`config.mk`:
```
export PLATFORM = sky130hd
export DESIGN_NAME = gsf_top
export DESIGN_NICKNAME = d
export VERILOG_FILES = /design/src/design/gsf_pkg.sv /design/src/design/gsf_top.sv
export SDC_FILE = /design/constraint.sdc
export NUM_CORES = 1
export LEC_CHECK = 0
export ABC_AREA = 0
export BUFFER_PORTS_ARGS = -buffer_cell sky130_fd_sc_hd__buf_4
export CORE_MARGIN = 1
export CORE_UTILIZATION = 25
export DETAILED_ROUTE_END_ITERATION = 6
export PLACE_DENSITY = 0.51
export SYNTH_ARGS = -nofsm -noshare
export SYNTH_HDL_FRONTEND = slang
export SYNTH_SLANG_ARGS = --single-unit
export TNS_END_PERCENT = 1
```
`constraint.sdc`:
```
create_clock -name aclk -period 8.86 [get_ports aclk]
set_input_delay 1.772 -clock aclk [delete_from_list [all_inputs] [get_ports aclk]]
set_output_delay 1.772 -clock aclk [all_outputs]
set_load 0.005 [all_outputs]
```
`src/design/gsf_pkg.sv`:
```
// Package with register map, field layout and reset values of the general status flags block
package gsf_pkg;

  // ----------------------------------------------------------------
  // Bus, flag and DAC code widths and responses
  // ----------------------------------------------------------------
  localparam int ADDR_W = 8;
  localparam int DATA_W = 32;
  localparam int STRB_W = 4;
  localparam int FLAG_W = 11;
  localparam int CODE_W = 16;
  localparam logic [1:0] RESP_OKAY = 2'h0;
  localparam logic [1:0] RESP_SLVERR = 2'h2;

  // ----------------------------------------------------------------
  // Register byte addresses
  // ----------------------------------------------------------------
  localparam logic [ADDR_W-1:0] OFS_GENERAL_STATUS = 8'h00;
  localparam logic [ADDR_W-1:0] OFS_IRQ_MASK = 8'h04;
  localparam logic [ADDR_W-1:0] OFS_DAC_CODE = 8'h08;
  localparam logic [ADDR_W-1:0] OFS_DAC_CTRL = 8'h0c;
  localparam logic [ADDR_W-1:0] OFS_DAC_OUT = 8'h10;
  localparam logic [ADDR_W-1:0] OFS_IRQ_STATUS = 8'h14;
  localparam logic [ADDR_W-1:0] OFS_IRQ_SUMMARY = 8'h18;

  // ----------------------------------------------------------------
  // Field positions of general_status, and of the slew enable bit in the DAC control register
  // ----------------------------------------------------------------
  localparam int BIT_SELF_TEST_COMPLETE = 10;
  localparam int BIT_SELF_TEST_FAILED = 9;
  localparam int BIT_RESET_OCCURRED = 8;
  localparam int BIT_SLEW_IDLE = 7;
  localparam int BIT_ADC_EOC = 6;
  localparam int BIT_ADC_BUSY = 5;
  localparam int BIT_OUTPUT_SUPPLY_HIGH = 4;
  localparam int BIT_BREAK_STOP_ERR = 3;
  localparam int BIT_BREAK_PARITY_ERR = 2;
  localparam int BIT_CHAR_STOP_ERR = 1;
  localparam int BIT_CHAR_PARITY_ERR = 0;
  localparam int BIT_SLEW_EN = 0;

  // Bits 10,9,8,6,3,2,1,0 are sticky; 10,9,7,6,3,2,1,0 may reach the interrupt
  localparam logic [FLAG_W-1:0] STICKY_BITS = 11'h74f;
  localparam logic [FLAG_W-1:0] MASKABLE_BITS = 11'h6cf;
  localparam logic [FLAG_W-1:0] STICKY_RST = 11'h100;
  localparam logic [CODE_W-1:0] SLEW_STEP = 16'h0001;

  // ----------------------------------------------------------------
  // Block state
  // ----------------------------------------------------------------
  typedef struct packed {
    logic awready;
    logic wready;
    logic bvalid;
    logic [1:0] bresp;
    logic arready;
    logic rvalid;
    logic [1:0] rresp;
    logic [DATA_W-1:0] rdata;
    logic aw_held;
    logic [ADDR_W-1:0] awaddr;
    logic w_held;
    logic [DATA_W-1:0] wdata;
    logic [STRB_W-1:0] wstrb;
    logic [FLAG_W-1:0] sticky;
    logic [FLAG_W-1:0] mask;
    logic [FLAG_W-1:0] irq_st;
    logic [CODE_W-1:0] code;
    logic slew_en;
    logic [CODE_W-1:0] dac_out;
    logic idle_q;
    logic irq;
  } gsf_state_s;

  localparam gsf_state_s STATE_RST = '{
    awready: 1'b1, wready: 1'b1, bvalid: 1'b0, bresp: RESP_OKAY,
    arready: 1'b1, rvalid: 1'b0, rresp: RESP_OKAY, rdata: 32'h0000_0000,
    aw_held: 1'b0, awaddr: 8'h00, w_held: 1'b0, wdata: 32'h0000_0000, wstrb: 4'h0,
    sticky: STICKY_RST, mask: 11'h000, irq_st: 11'h000,
    code: 16'h0000, slew_en: 1'b0, dac_out: 16'h0000, idle_q: 1'b1, irq: 1'b0
  };

endpackage

```
`src/design/gsf_top.sv`:
```
// General status flags register bank with DAC slew tracking, serial error checks and AXI4-Lite access
//
// How it works
// - Self-test completion sets sticky bit 10, maskable, kept until the register is read.
// - Self-test failure sets sticky maskable bit 9; zero means the test passed.
// - Bit 8 shows reset occurred, resets to one, clears on read, never interrupts.
// - Reading clears sticky bits, but a still-present condition keeps its bit set.
// - Bit 7 low while DAC output ramps, high once it equals the code.
// - Without slew control bit 7 rises within 3 clocks of a new code.
// - With slew control, reaching the code raises a maskable interrupt event.
// - Turning slew control off mid-ramp steps the output straight to the code.
// - Diagnostic ADC conversion end sets sticky maskable bit 6.
// - Bit 5 is live ADC activity, status only, no interrupt.
// - Bit 4 is live output supply high indication, status only, no interrupt.
// - Break character with a bad stop bit sets sticky maskable bit 3.
// - Break character failing odd parity sets sticky maskable bit 2.
// - Ordinary character with a bad stop bit sets sticky maskable bit 1.
// - Ordinary character failing odd parity sets sticky maskable bit 0.
// - General summary is the OR of all unmasked bits of the register.
//
// Design decisions made here: the placing of the registers and the AXI4-Lite register port.
`timescale 1ns/1ps

module gsf_top (
  input wire logic aclk,
  input wire logic aresetn,
  input wire logic [gsf_pkg::ADDR_W-1:0] s_axi_awaddr,
  input wire logic [2:0] s_axi_awprot,
  input wire logic s_axi_awvalid,
  output logic s_axi_awready,
  input wire logic [gsf_pkg::DATA_W-1:0] s_axi_wdata,
  input wire logic [gsf_pkg::STRB_W-1:0] s_axi_wstrb,
  input wire logic s_axi_wvalid,
  output logic s_axi_wready,
  output logic [1:0] s_axi_bresp,
  output logic s_axi_bvalid,
  input wire logic s_axi_bready,
  input wire logic [gsf_pkg::ADDR_W-1:0] s_axi_araddr,
  input wire logic [2:0] s_axi_arprot,
  input wire logic s_axi_arvalid,
  output logic s_axi_arready,
  output logic [gsf_pkg::DATA_W-1:0] s_axi_rdata,
  output logic [1:0] s_axi_rresp,
  output logic s_axi_rvalid,
  input wire logic s_axi_rready,
  input wire logic self_test_done,
  input wire logic self_test_fail,
  input wire logic adc_eoc,
  input wire logic adc_busy,
  input wire logic output_supply_high,
  input wire logic char_valid,
  input wire logic char_is_break,
  input wire logic [7:0] char_data,
  input wire logic char_parity,
  input wire logic char_stop,
  output logic [gsf_pkg::CODE_W-1:0] dac_out,
  output logic irq
);
  import gsf_pkg::*;

  gsf_state_s s_r;
  gsf_state_s s_nxt;

  // ----------------------------------------------------------------
  // Byte-lane merge for partial writes
  // ----------------------------------------------------------------
  function automatic logic [DATA_W-1:0] gsf_merge(input logic [DATA_W-1:0] old_v,
                                                  input logic [DATA_W-1:0] new_v,
                                                  input logic [STRB_W-1:0] strb);
    logic [DATA_W-1:0] res;
    res = old_v;
    for (int i = 0; i < STRB_W; i++) begin
      if (strb[i]) begin
        res[i*8 +: 8] = new_v[i*8 +: 8];
      end
    end
    return res;
  endfunction

  logic slew_idle;
  logic par_ok;
  logic [FLAG_W-1:0] set_v;
  logic [FLAG_W-1:0] ev_v;
  logic [FLAG_W-1:0] status_v;
  logic [FLAG_W-1:0] clr_v;
  logic [FLAG_W-1:0] w1c_v;
  logic summary;
  logic [ADDR_W-1:0] wa;
  logic [ADDR_W-1:0] ra;
  logic [DATA_W-1:0] merged;
  logic [CODE_W-1:0] diff;

  always_comb begin
    s_nxt = s_r;
    clr_v = '0;
    w1c_v = '0;
    merged = '0;
    wa = {s_r.awaddr[ADDR_W-1:2], 2'b00};
    ra = {s_axi_araddr[ADDR_W-1:2], 2'b00};

    // ----------------------------------------------------------------
    // Flag sources
    // ----------------------------------------------------------------
    slew_idle = (s_r.dac_out == s_r.code);
    par_ok = ^{char_data, char_parity};
    set_v = '0;
    set_v[BIT_SELF_TEST_COMPLETE] = self_test_done;
    set_v[BIT_SELF_TEST_FAILED] = self_test_fail;
    set_v[BIT_ADC_EOC] = adc_eoc;
    set_v[BIT_BREAK_STOP_ERR] = char_valid & char_is_break & ~char_stop;
    set_v[BIT_BREAK_PARITY_ERR] = char_valid & char_is_break & ~par_ok;
    set_v[BIT_CHAR_STOP_ERR] = char_valid & ~char_is_break & ~char_stop;
    set_v[BIT_CHAR_PARITY_ERR] = char_valid & ~char_is_break & ~par_ok;

    status_v = s_r.sticky & STICKY_BITS;
    status_v[BIT_SLEW_IDLE] = slew_idle;
    status_v[BIT_ADC_BUSY] = adc_busy;
    status_v[BIT_OUTPUT_SUPPLY_HIGH] = output_supply_high;
    summary = |(status_v & s_r.mask & MASKABLE_BITS);

    // Interrupt events; slew completion counts only under slew control
    ev_v = set_v & MASKABLE_BITS;
    ev_v[BIT_SLEW_IDLE] = slew_idle & ~s_r.idle_q & s_r.slew_en;
    s_nxt.idle_q = slew_idle;

    // ----------------------------------------------------------------
    // Write channels
    // ----------------------------------------------------------------
    if (s_r.awready && s_axi_awvalid) begin
      s_nxt.aw_held = 1'b1;
      s_nxt.awaddr = s_axi_awaddr;
      s_nxt.awready = 1'b0;
    end
    if (s_r.wready && s_axi_wvalid) begin
      s_nxt.w_held = 1'b1;
      s_nxt.wdata = s_axi_wdata;
      s_nxt.wstrb = s_axi_wstrb;
      s_nxt.wready = 1'b0;
    end
    if (s_r.bvalid && s_axi_bready) begin
      s_nxt.bvalid = 1'b0;
    end
    if (s_r.aw_held && s_r.w_held && !s_r.bvalid) begin
      s_nxt.aw_held = 1'b0;
      s_nxt.w_held = 1'b0;
      s_nxt.awready = 1'b1;
      s_nxt.wready = 1'b1;
      s_nxt.bvalid = 1'b1;
      s_nxt.bresp = RESP_OKAY;
      if (wa == OFS_IRQ_MASK) begin
        merged = gsf_merge({21'h000000, s_r.mask}, s_r.wdata, s_r.wstrb);
        s_nxt.mask = merged[FLAG_W-1:0] & MASKABLE_BITS;
      end else if (wa == OFS_DAC_CODE) begin
        merged = gsf_merge({16'h0000, s_r.code}, s_r.wdata, s_r.wstrb);
        s_nxt.code = merged[CODE_W-1:0];
      end else if (wa == OFS_DAC_CTRL) begin
        merged = gsf_merge({31'h00000000, s_r.slew_en}, s_r.wdata, s_r.wstrb);
        s_nxt.slew_en = merged[BIT_SLEW_EN];
      end else if (wa == OFS_IRQ_STATUS) begin
        merged = gsf_merge(32'h0000_0000, s_r.wdata, s_r.wstrb);
        w1c_v = merged[FLAG_W-1:0];
      end else if (wa == OFS_GENERAL_STATUS || wa == OFS_DAC_OUT || wa == OFS_IRQ_SUMMARY) begin
        s_nxt.bresp = RESP_OKAY;
      end else begin
        s_nxt.bresp = RESP_SLVERR;
      end
    end

    // ----------------------------------------------------------------
    // Read channel
    // ----------------------------------------------------------------
    if (s_r.rvalid && s_axi_rready) begin
      s_nxt.rvalid = 1'b0;
      s_nxt.arready = 1'b1;
    end
    if (s_r.arready && s_axi_arvalid) begin
      s_nxt.arready = 1'b0;
      s_nxt.rvalid = 1'b1;
      s_nxt.rresp = RESP_OKAY;
      s_nxt.rdata = 32'h0000_0000;
      if (ra == OFS_GENERAL_STATUS) begin
        s_nxt.rdata = {21'h000000, status_v};
        clr_v = status_v & STICKY_BITS;
      end else if (ra == OFS_IRQ_MASK) begin
        s_nxt.rdata = {21'h000000, s_r.mask};
      end else if (ra == OFS_DAC_CODE) begin
        s_nxt.rdata = {16'h0000, s_r.code};
      end else if (ra == OFS_DAC_CTRL) begin
        s_nxt.rdata = {31'h00000000, s_r.slew_en};
      end else if (ra == OFS_DAC_OUT) begin
        s_nxt.rdata = {16'h0000, s_r.dac_out};
      end else if (ra == OFS_IRQ_STATUS) begin
        s_nxt.rdata = {21'h000000, s_r.irq_st};
      end else if (ra == OFS_IRQ_SUMMARY) begin
        s_nxt.rdata = {31'h00000000, summary};
      end else begin
        s_nxt.rresp = RESP_SLVERR;
      end
    end

    // ----------------------------------------------------------------
    // Sticky update: set wins over the read clear
    // ----------------------------------------------------------------
    s_nxt.sticky = ((s_r.sticky & ~clr_v) | set_v) & STICKY_BITS;
    s_nxt.irq_st = ((s_r.irq_st & ~w1c_v) | ev_v) & MASKABLE_BITS;
    s_nxt.irq = |(s_nxt.irq_st & s_nxt.mask);

    // ----------------------------------------------------------------
    // DAC output tracking
    // ----------------------------------------------------------------
    diff = '0;
    if (!s_r.slew_en) begin
      s_nxt.dac_out = s_r.code;
    end else if (s_r.dac_out < s_r.code) begin
      diff = s_r.code - s_r.dac_out;
      s_nxt.dac_out = (diff > SLEW_STEP) ? s_r.dac_out + SLEW_STEP : s_r.code;
    end else if (s_r.dac_out > s_r.code) begin
      diff = s_r.dac_out - s_r.code;
      s_nxt.dac_out = (diff > SLEW_STEP) ? s_r.dac_out - SLEW_STEP : s_r.code;
    end
  end

  always_ff @(posedge aclk) begin
    if (!aresetn) begin
      s_r <= STATE_RST;
    end else begin
      s_r <= s_nxt;
    end
  end

  assign s_axi_awready = s_r.awready;
  assign s_axi_wready = s_r.wready;
  assign s_axi_bvalid = s_r.bvalid;
  assign s_axi_bresp = s_r.bresp;
  assign s_axi_arready = s_r.arready;
  assign s_axi_rvalid = s_r.rvalid;
  assign s_axi_rresp = s_r.rresp;
  assign s_axi_rdata = s_r.rdata;
  assign dac_out = s_r.dac_out;
  assign irq = s_r.irq;

endmodule

```
## Word-level counts from Yosys, hierarchy flattened

Cells that the tools add are included.

- Shifts and indexed selects: 0
- Order comparisons: 4
- Multiplexer cells: 41
- Divide/modulo/power cells: 0
- Bitwise operators: 23
- Add/sub/neg operators: 4
- Reduce and logical (&&, ||, !) cells: 21
- $mul: 0
- Eq/ne operators: 14

Operator list:

| cell | number |
|---|---|
| $mux W16 | 10 |
| $mux W11 | 10 |
| $and A11 B11 Y11 | 4 |
| $eq A6 B3 Y1 const B | 6 |
| $mux W36 | 1 |
| $gt A16 B1 Y1 const B | 2 |
| $sub A16 B16 Y16 | 2 |
| $mux W2 | 13 |
| $eq A6 B2 Y1 const B | 4 |
| $not A11 Y11 | 2 |
| $or A11 B11 Y11 | 2 |
| $add A16 B1 Y16 const B | 1 |
| $eq A16 B16 Y1 | 1 |
| $gt A16 B16 Y1 | 1 |
| $lt A16 B16 Y1 | 1 |
| $mux W8 | 2 |
| $sub A16 B1 Y16 const B | 1 |
| $eq A6 B1 Y1 const B | 2 |
| $logic_not A6 Y1 | 2 |
| $reduce_or A11 Y1 | 1 |
| $mux W3 | 3 |
| $reduce_xor A9 Y1 | 1 |
| $and A1 B1 Y1 | 8 |
| $reduce_and A4 Y1 | 2 |
| other kinds (10) | 25 |

- Register bits: 155
- Word-level logic and storage cells: 131
- RAM bits: 0
- Memories: 0
- ROM bits: 0
- Latch bits: 0

## Logic depth before layout (Yosys ltp)

- Word-level depth: 11
- Mapped depth: 15
- Mapped depth without buffers: 13

## Worst setup path after synthesis

No wires, ideal clock.

- Path type: in2reg
- From: in s_axi_araddr[7] (netlist bit)
- To: reg s_r (netlist bit s_axi_rdata[6])
- Slack: 5,499 ps
- Stages on the path: 8
- Arrival time: 3,292 ps
- Required time: 8,790 ps
- Path buffers: 1
- Cells stage by stage: nor3_1 -> nand2_1 -> nor3_1 -> clkbuf_1 -> nand2_1 -> o21ai_0 -> o21ai_0 -> a21oi_1

- Word-level cells in the longest chain between the ends: 7
- Elaborated cells on any way between the ends: 12

RTL lines:

| item | RTL line | text |
|---|---|---|
| from (decl) | gsf_top.sv:38 | `input wire logic [gsf_pkg::ADDR_W-1:0] s_axi_araddr,` |
| $eq A6 B3 Y1 | gsf_top.sv:192 | `end else if (ra == OFS_IRQ_STATUS) begin` |
| $mux W11 | gsf_top.sv:192 |  |
| $mux W16 | gsf_top.sv:190 | `end else if (ra == OFS_DAC_OUT) begin` |
| $mux W16 | gsf_top.sv:188 | `end else if (ra == OFS_DAC_CTRL) begin` |
| $mux W16 | gsf_top.sv:186 | `end else if (ra == OFS_DAC_CODE) begin` |
| $mux W16 | gsf_top.sv:184 | `end else if (ra == OFS_IRQ_MASK) begin` |
| $mux W16 * | gsf_top.sv:181 | `if (ra == OFS_GENERAL_STATUS) begin` |
| to (signal assigned) | gsf_top.sv:227 | `s_r <= s_nxt;` |
| to (decl) | gsf_top.sv:61 | `gsf_state_s s_r;` |

Mark *: on every way between the ends. The rest lies on a longest branch, timed or not.
A chain may end at the register's enable or synchronous reset.

## Worst setup path in the final report

- From: reg s_r (netlist bit dac_out[6])
- To: reg s_r (netlist bit dac_out[9])

- Word-level cells in the longest chain between the ends: 6
- Elaborated cells on any way between the ends: 14

RTL lines:

| item | RTL line | text |
|---|---|---|
| $sub A16 B16 Y16 | gsf_top.sv:218 | `diff = s_r.dac_out - s_r.code;` |
| $gt A16 B1 Y1 | gsf_top.sv:219 | `s_nxt.dac_out = (diff > SLEW_STEP) ? s_r.dac_out - SLEW_STEP : s_r.code;` |
| $mux W16 | gsf_top.sv:219 |  |
| $mux W16 | gsf_top.sv:217 | `end else if (s_r.dac_out > s_r.code) begin` |
| $mux W16 | gsf_top.sv:214 | `end else if (s_r.dac_out < s_r.code) begin` |
| $mux W16 | gsf_top.sv:212 | `if (!s_r.slew_en) begin` |

Parallel ways exist; a longest one is shown, timed or not. The select of a mux whose other input is x is not followed.

==> impl_metrics.csv <==
group,metric,value,unit
status,outcome,"completed",
setup_path,critPathMaxFanout,12,
yosys,yosys_warnings,0,
routing,viasPerCell,5.12,
setup_path,rr_worst_depth,11,
clocking,cts_root_buffer,"clkbuf_16",
place,dpl_worst_slack,4.09,ns
sta,fin_crit,4.93,ns
clocking,post_cts_buffers,0,
sta,slew_headroom,29.9,%
yosys,synth-seq-cells,108,
global_routing,antenna_found_initial,0,
global_routing,grt-ovfl-total,0,
yosys,yosys.area_share.adder,5.81,%
place,io_buffer_count,93,
yosys,syn-cell-area,7790,sq um
setup_path,worstReg2RegEnd,"dac_out[9]$_SDFFE_PN0P_",
global_routing,grt_pass1_vias,6772,
routing,ant_nets,0,
final_layout,fill_cells,3403,
setup_path,critPathLaunchType,"register",
sta,clock_skew,0.0161,ns
floorplan,rows,64,
sta,fmax,0.203,GHz
yosys,synth_xor_area_share,4.50,%
sta,fin_setup_tns,0,ns
clocking,numCtsBuffers,9,
hold_path,worst_hold_path_type,"reg2reg",
hold_path,hold_path_depth,2,
sta,worst_pin_slew,1.04,ns
yosys,synth_top_family_by_area,"compound AO/OA/AOI/OAI gates",
setup_path,crit_required,9.11,ns
yosys,async_reset_ff_share,0,%
sta,timing.final.hold_violations,0,
yosys,synth_compound_area_share,24.7,%
sta,drv_slew,0,
power,pwr-share-seq,48.8,%
routing,vias,7318,
routing,drc,0,
power,power.internal,0.785,mW
sta,rsz0062_at_grt,"false",
routing,wirelength,25200,microns
floorplan,initial_utilization,25.5,%
clocking,holdBufCountCts,0,
final_layout,drive_gt1_share,15.1,%
floorplan,die-height,179,microns
power,netSwitchingFraction,26.5,%
hold_path,min_from,"s_r[65]$_SDFF_PN1_",
yosys,syn_area_per_cell,7.72,sq um
yosys,synth_edf_count,0,
hold_path,hold_path_end,"s_r[65]$_SDFF_PN1_",
sta,finalSetupViolCount,0,
setup_path,crit_chain,"inv_1 -> ha_1 -> nand2_1 -> or2_1 -> nor4_1 -> nand2_1 -> nor2_1 -> inv_1 -> o221ai_1 -> a21oi_1 -> o31a_1",
setup_path,endpoint_kind,"register",
clocking,cts.sinks,108,
place,dpl.hpwl,19300,microns
place,place.gp.congestion,0.905,
power,peakVddDrop,0.0924,mV
yosys,ys_types,84,
setup_path,slowest_delay,0.90,ns
setup_path,cp.arrival,5.17,ns
final_layout,nNetsFinal,1144,
clocking,clkSlewWorstSetupHoldPaths,0.08,ns
power,cellLeakagePower,3.45,nW
power,p_comb_share,10.1,%
setup_path,cp_slowest_cell,"nor4_1",
clocking,cts_resized,0,
yosys,yosysSeqAreaShare,27.8,%
routing,drt_iter0_markers,506,
power,p_clk_share,41.1,%
yosys,synthCells,1009,
final_layout,syn2layout_area_growth,12.3,%
clocking,htree_levels,3,
clocking,worst_skew_pair.late_latency,0.36,ns
power,p_switching,0.283,mW
global_routing,grt_first_pass_wirelength,38700,microns
setup_path,worst-path-buf-inv,2,
setup_path,cp_top_family,"simple AND/OR/NAND/NOR gates",
floorplan,die-area,31900,sq um
flow_run,maxCapViolCount,0,
sta,min_period_over_period,55.6,%
routing,wire_per_inst,17.6,microns
yosys,synthMuxAreaShare,4.47,%
setup_path,criticalPathCategory,"reg2reg",
floorplan,core,30600,sq um
setup_path,r2r_setup_slack,3.93,ns
clocking,clk_path_buf_depth,2,
yosys,synth_flop_cell,"dfxtp_1",
floorplan,die_x,179,microns
sta,fin_ws,3.93,ns
setup_path,worst_r2r_startpoint,"dac_out[6]$_SDFFE_PN0P_",
routing,drt_pass1_iterations,5,
yosys,yosys.area_share.simple,22.0,%
global_routing,grt_max_degree,43,
power,power_density,122,nW/um^2
global_routing,grt_usage,15.7,%
final_layout,n_antenna_cell,0,
floorplan,pin_count,140,
clocking,tritoncts,"yes",
-- registers in the layout (all words and copies together) (netlist names) --
signal,cells
s_r,68
dac_out,16
s_axi_rdata,16
irq,1
s_axi_arready,1
s_axi_awready,1
s_axi_bresp,1
s_axi_bvalid,1
s_axi_rresp,1
s_axi_rvalid,1
s_axi_wready,1
-- metal layers --
metal | vias up | wire length, microns | track usage [%]
met5 | - | 0 | 0
met2 | 225 | 11600 | 25.4
met1 | 3494 | 11600 | 21.3
met3 | 28 | 1430 | 2.94
met4 | 0 | 511 | 4.24
li1 | 3571 | - | -
-- power by group through the flow --
stage	registers, mW	logic (mW)	clock network (mW)
detailed placement	0.533	0.109	0
finish	0.521	0.108	0.439
CTS	0.522	0.109	0.450
global placement	0.533	0.108	0
floorplan	0.526	0.0771	0
global route	0.524	0.122	0.469
-- cell usage in the layout (no fill, tap or decap), drive strengths merged, types with 5 or more instances in the layout --
master and instances:
a211oi 7, a21o 7, a21oi 106, a221oi 13
a22o 5, a22oi 8, a2bb2oi 6, a31oi 6
and2 8, and3 8, and4 5, buf 97
clkbuf 9, conb 18, dfxtp 108, ha 33
inv 49, mux2i 31, nand2 119, nand2b 19
nand3 23, nand4 14, nor2 85, nor2b 7
nor3 28, nor4 8, o211ai 5, o21a 5
o21ai 56, o221ai 12, o22ai 18, or2 6
or3 8, xnor2 36
-- worst reg2reg max path: stages (launching register included) --
cell	delay, ns
dfxtp_1	0.65
inv_1	0.19
ha_1	0.64
nand2_1	0.30
or2_1	0.33
nor4_1	0.91
nand2_1	0.18
nor2_1	0.77
inv_1	0.40
o221ai_1	0.27
a21oi_1	0.07
o31a_1	0.10
-- area by class of cell --
class	instances	area, sq um	area share, %
multi-input cells	764	4860	55.5
inverters	47	176	2.02
well taps	396	495	5.66
flip-flops and latches	108	2160	24.7
repair buffers	97	728	8.32
clock buffers	9	225	2.57
clock inverters	7	103	1.17
-- per-stage QoR --
| stage | utilization [%] | hold slack, ns | instance area [sq um] | cells | total power [mW] |
|---|---|---|---|---|---|
| after global routing | 28.6 | 0.467 | 8750 | 1428 | 1.12 |
| final | 28.6 | 0.447 | 8750 | 1428 | 1.07 |
| after floorplan | - | 0.423 | 7850 | 1026 | 0.603 |
| after global placement | 27.5 | 0.429 | 8420 | 1412 | 0.641 |
| after CTS | 28.6 | 0.446 | 8750 | 1428 | 1.08 |
| after detailed placement | 27.5 | 0.436 | 8420 | 1412 | 0.642 |
-- worst max-delay path by stage --
stage,from,endpoint,slack [ns],cells after the start
CTS,dac_out[8]$_SDFFE_PN0P_,dac_out[9]$_SDFFE_PN0P_,3.94,11
detailed placement,dac_out[8]$_SDFFE_PN0P_,dac_out[9]$_SDFFE_PN0P_,4.09,11
global placement,dac_out[6]$_SDFFE_PN0P_,dac_out[9]$_SDFFE_PN0P_,4.02,11
floorplan,s_axi_araddr[7],s_axi_rdata[6]$_SDFFE_PN0P_,5.50,8
finish,dac_out[6]$_SDFFE_PN0P_,dac_out[9]$_SDFFE_PN0P_,3.93,11
global route,dac_out[8]$_SDFFE_PN0P_,dac_out[9]$_SDFFE_PN0P_,3.58,11
-- logic make-up (layout without fill, tap and decap cells) --
group / after synthesis / in the layout
and+or+nand+nor: 350 / 350
AOI/OAI and AO/OA: 287 / 287
buffers and inverters: 154 / 160
DFF: 108 / 108
xor gates and xnor gates: 40 / 40
adders and majority gates: 35 / 35
muxes: 34 / 34
other: 1 / 18
-- synth_stat cells, drive strengths merged, types with 12 or more instances --
master,number,area share [%]
o21ai,56,3.9
ha,33,5.3
nand2,119,5.7
clkbuf,38,1.8
a221oi,13,1.5
nor3,28,1.9
a21oi,106,7.1
mux2i,31,4.0
nand2b,19,1.5
o22ai,18,1.5
o221ai,12,1.5
nand3,23,1.5
buf,69,6.6
nand4,14,1.4
dfxtp,108,28
xnor2,36,4.0
nor2,85,4.1
inv,46,2.2
(Power assumes the default switching activity.)
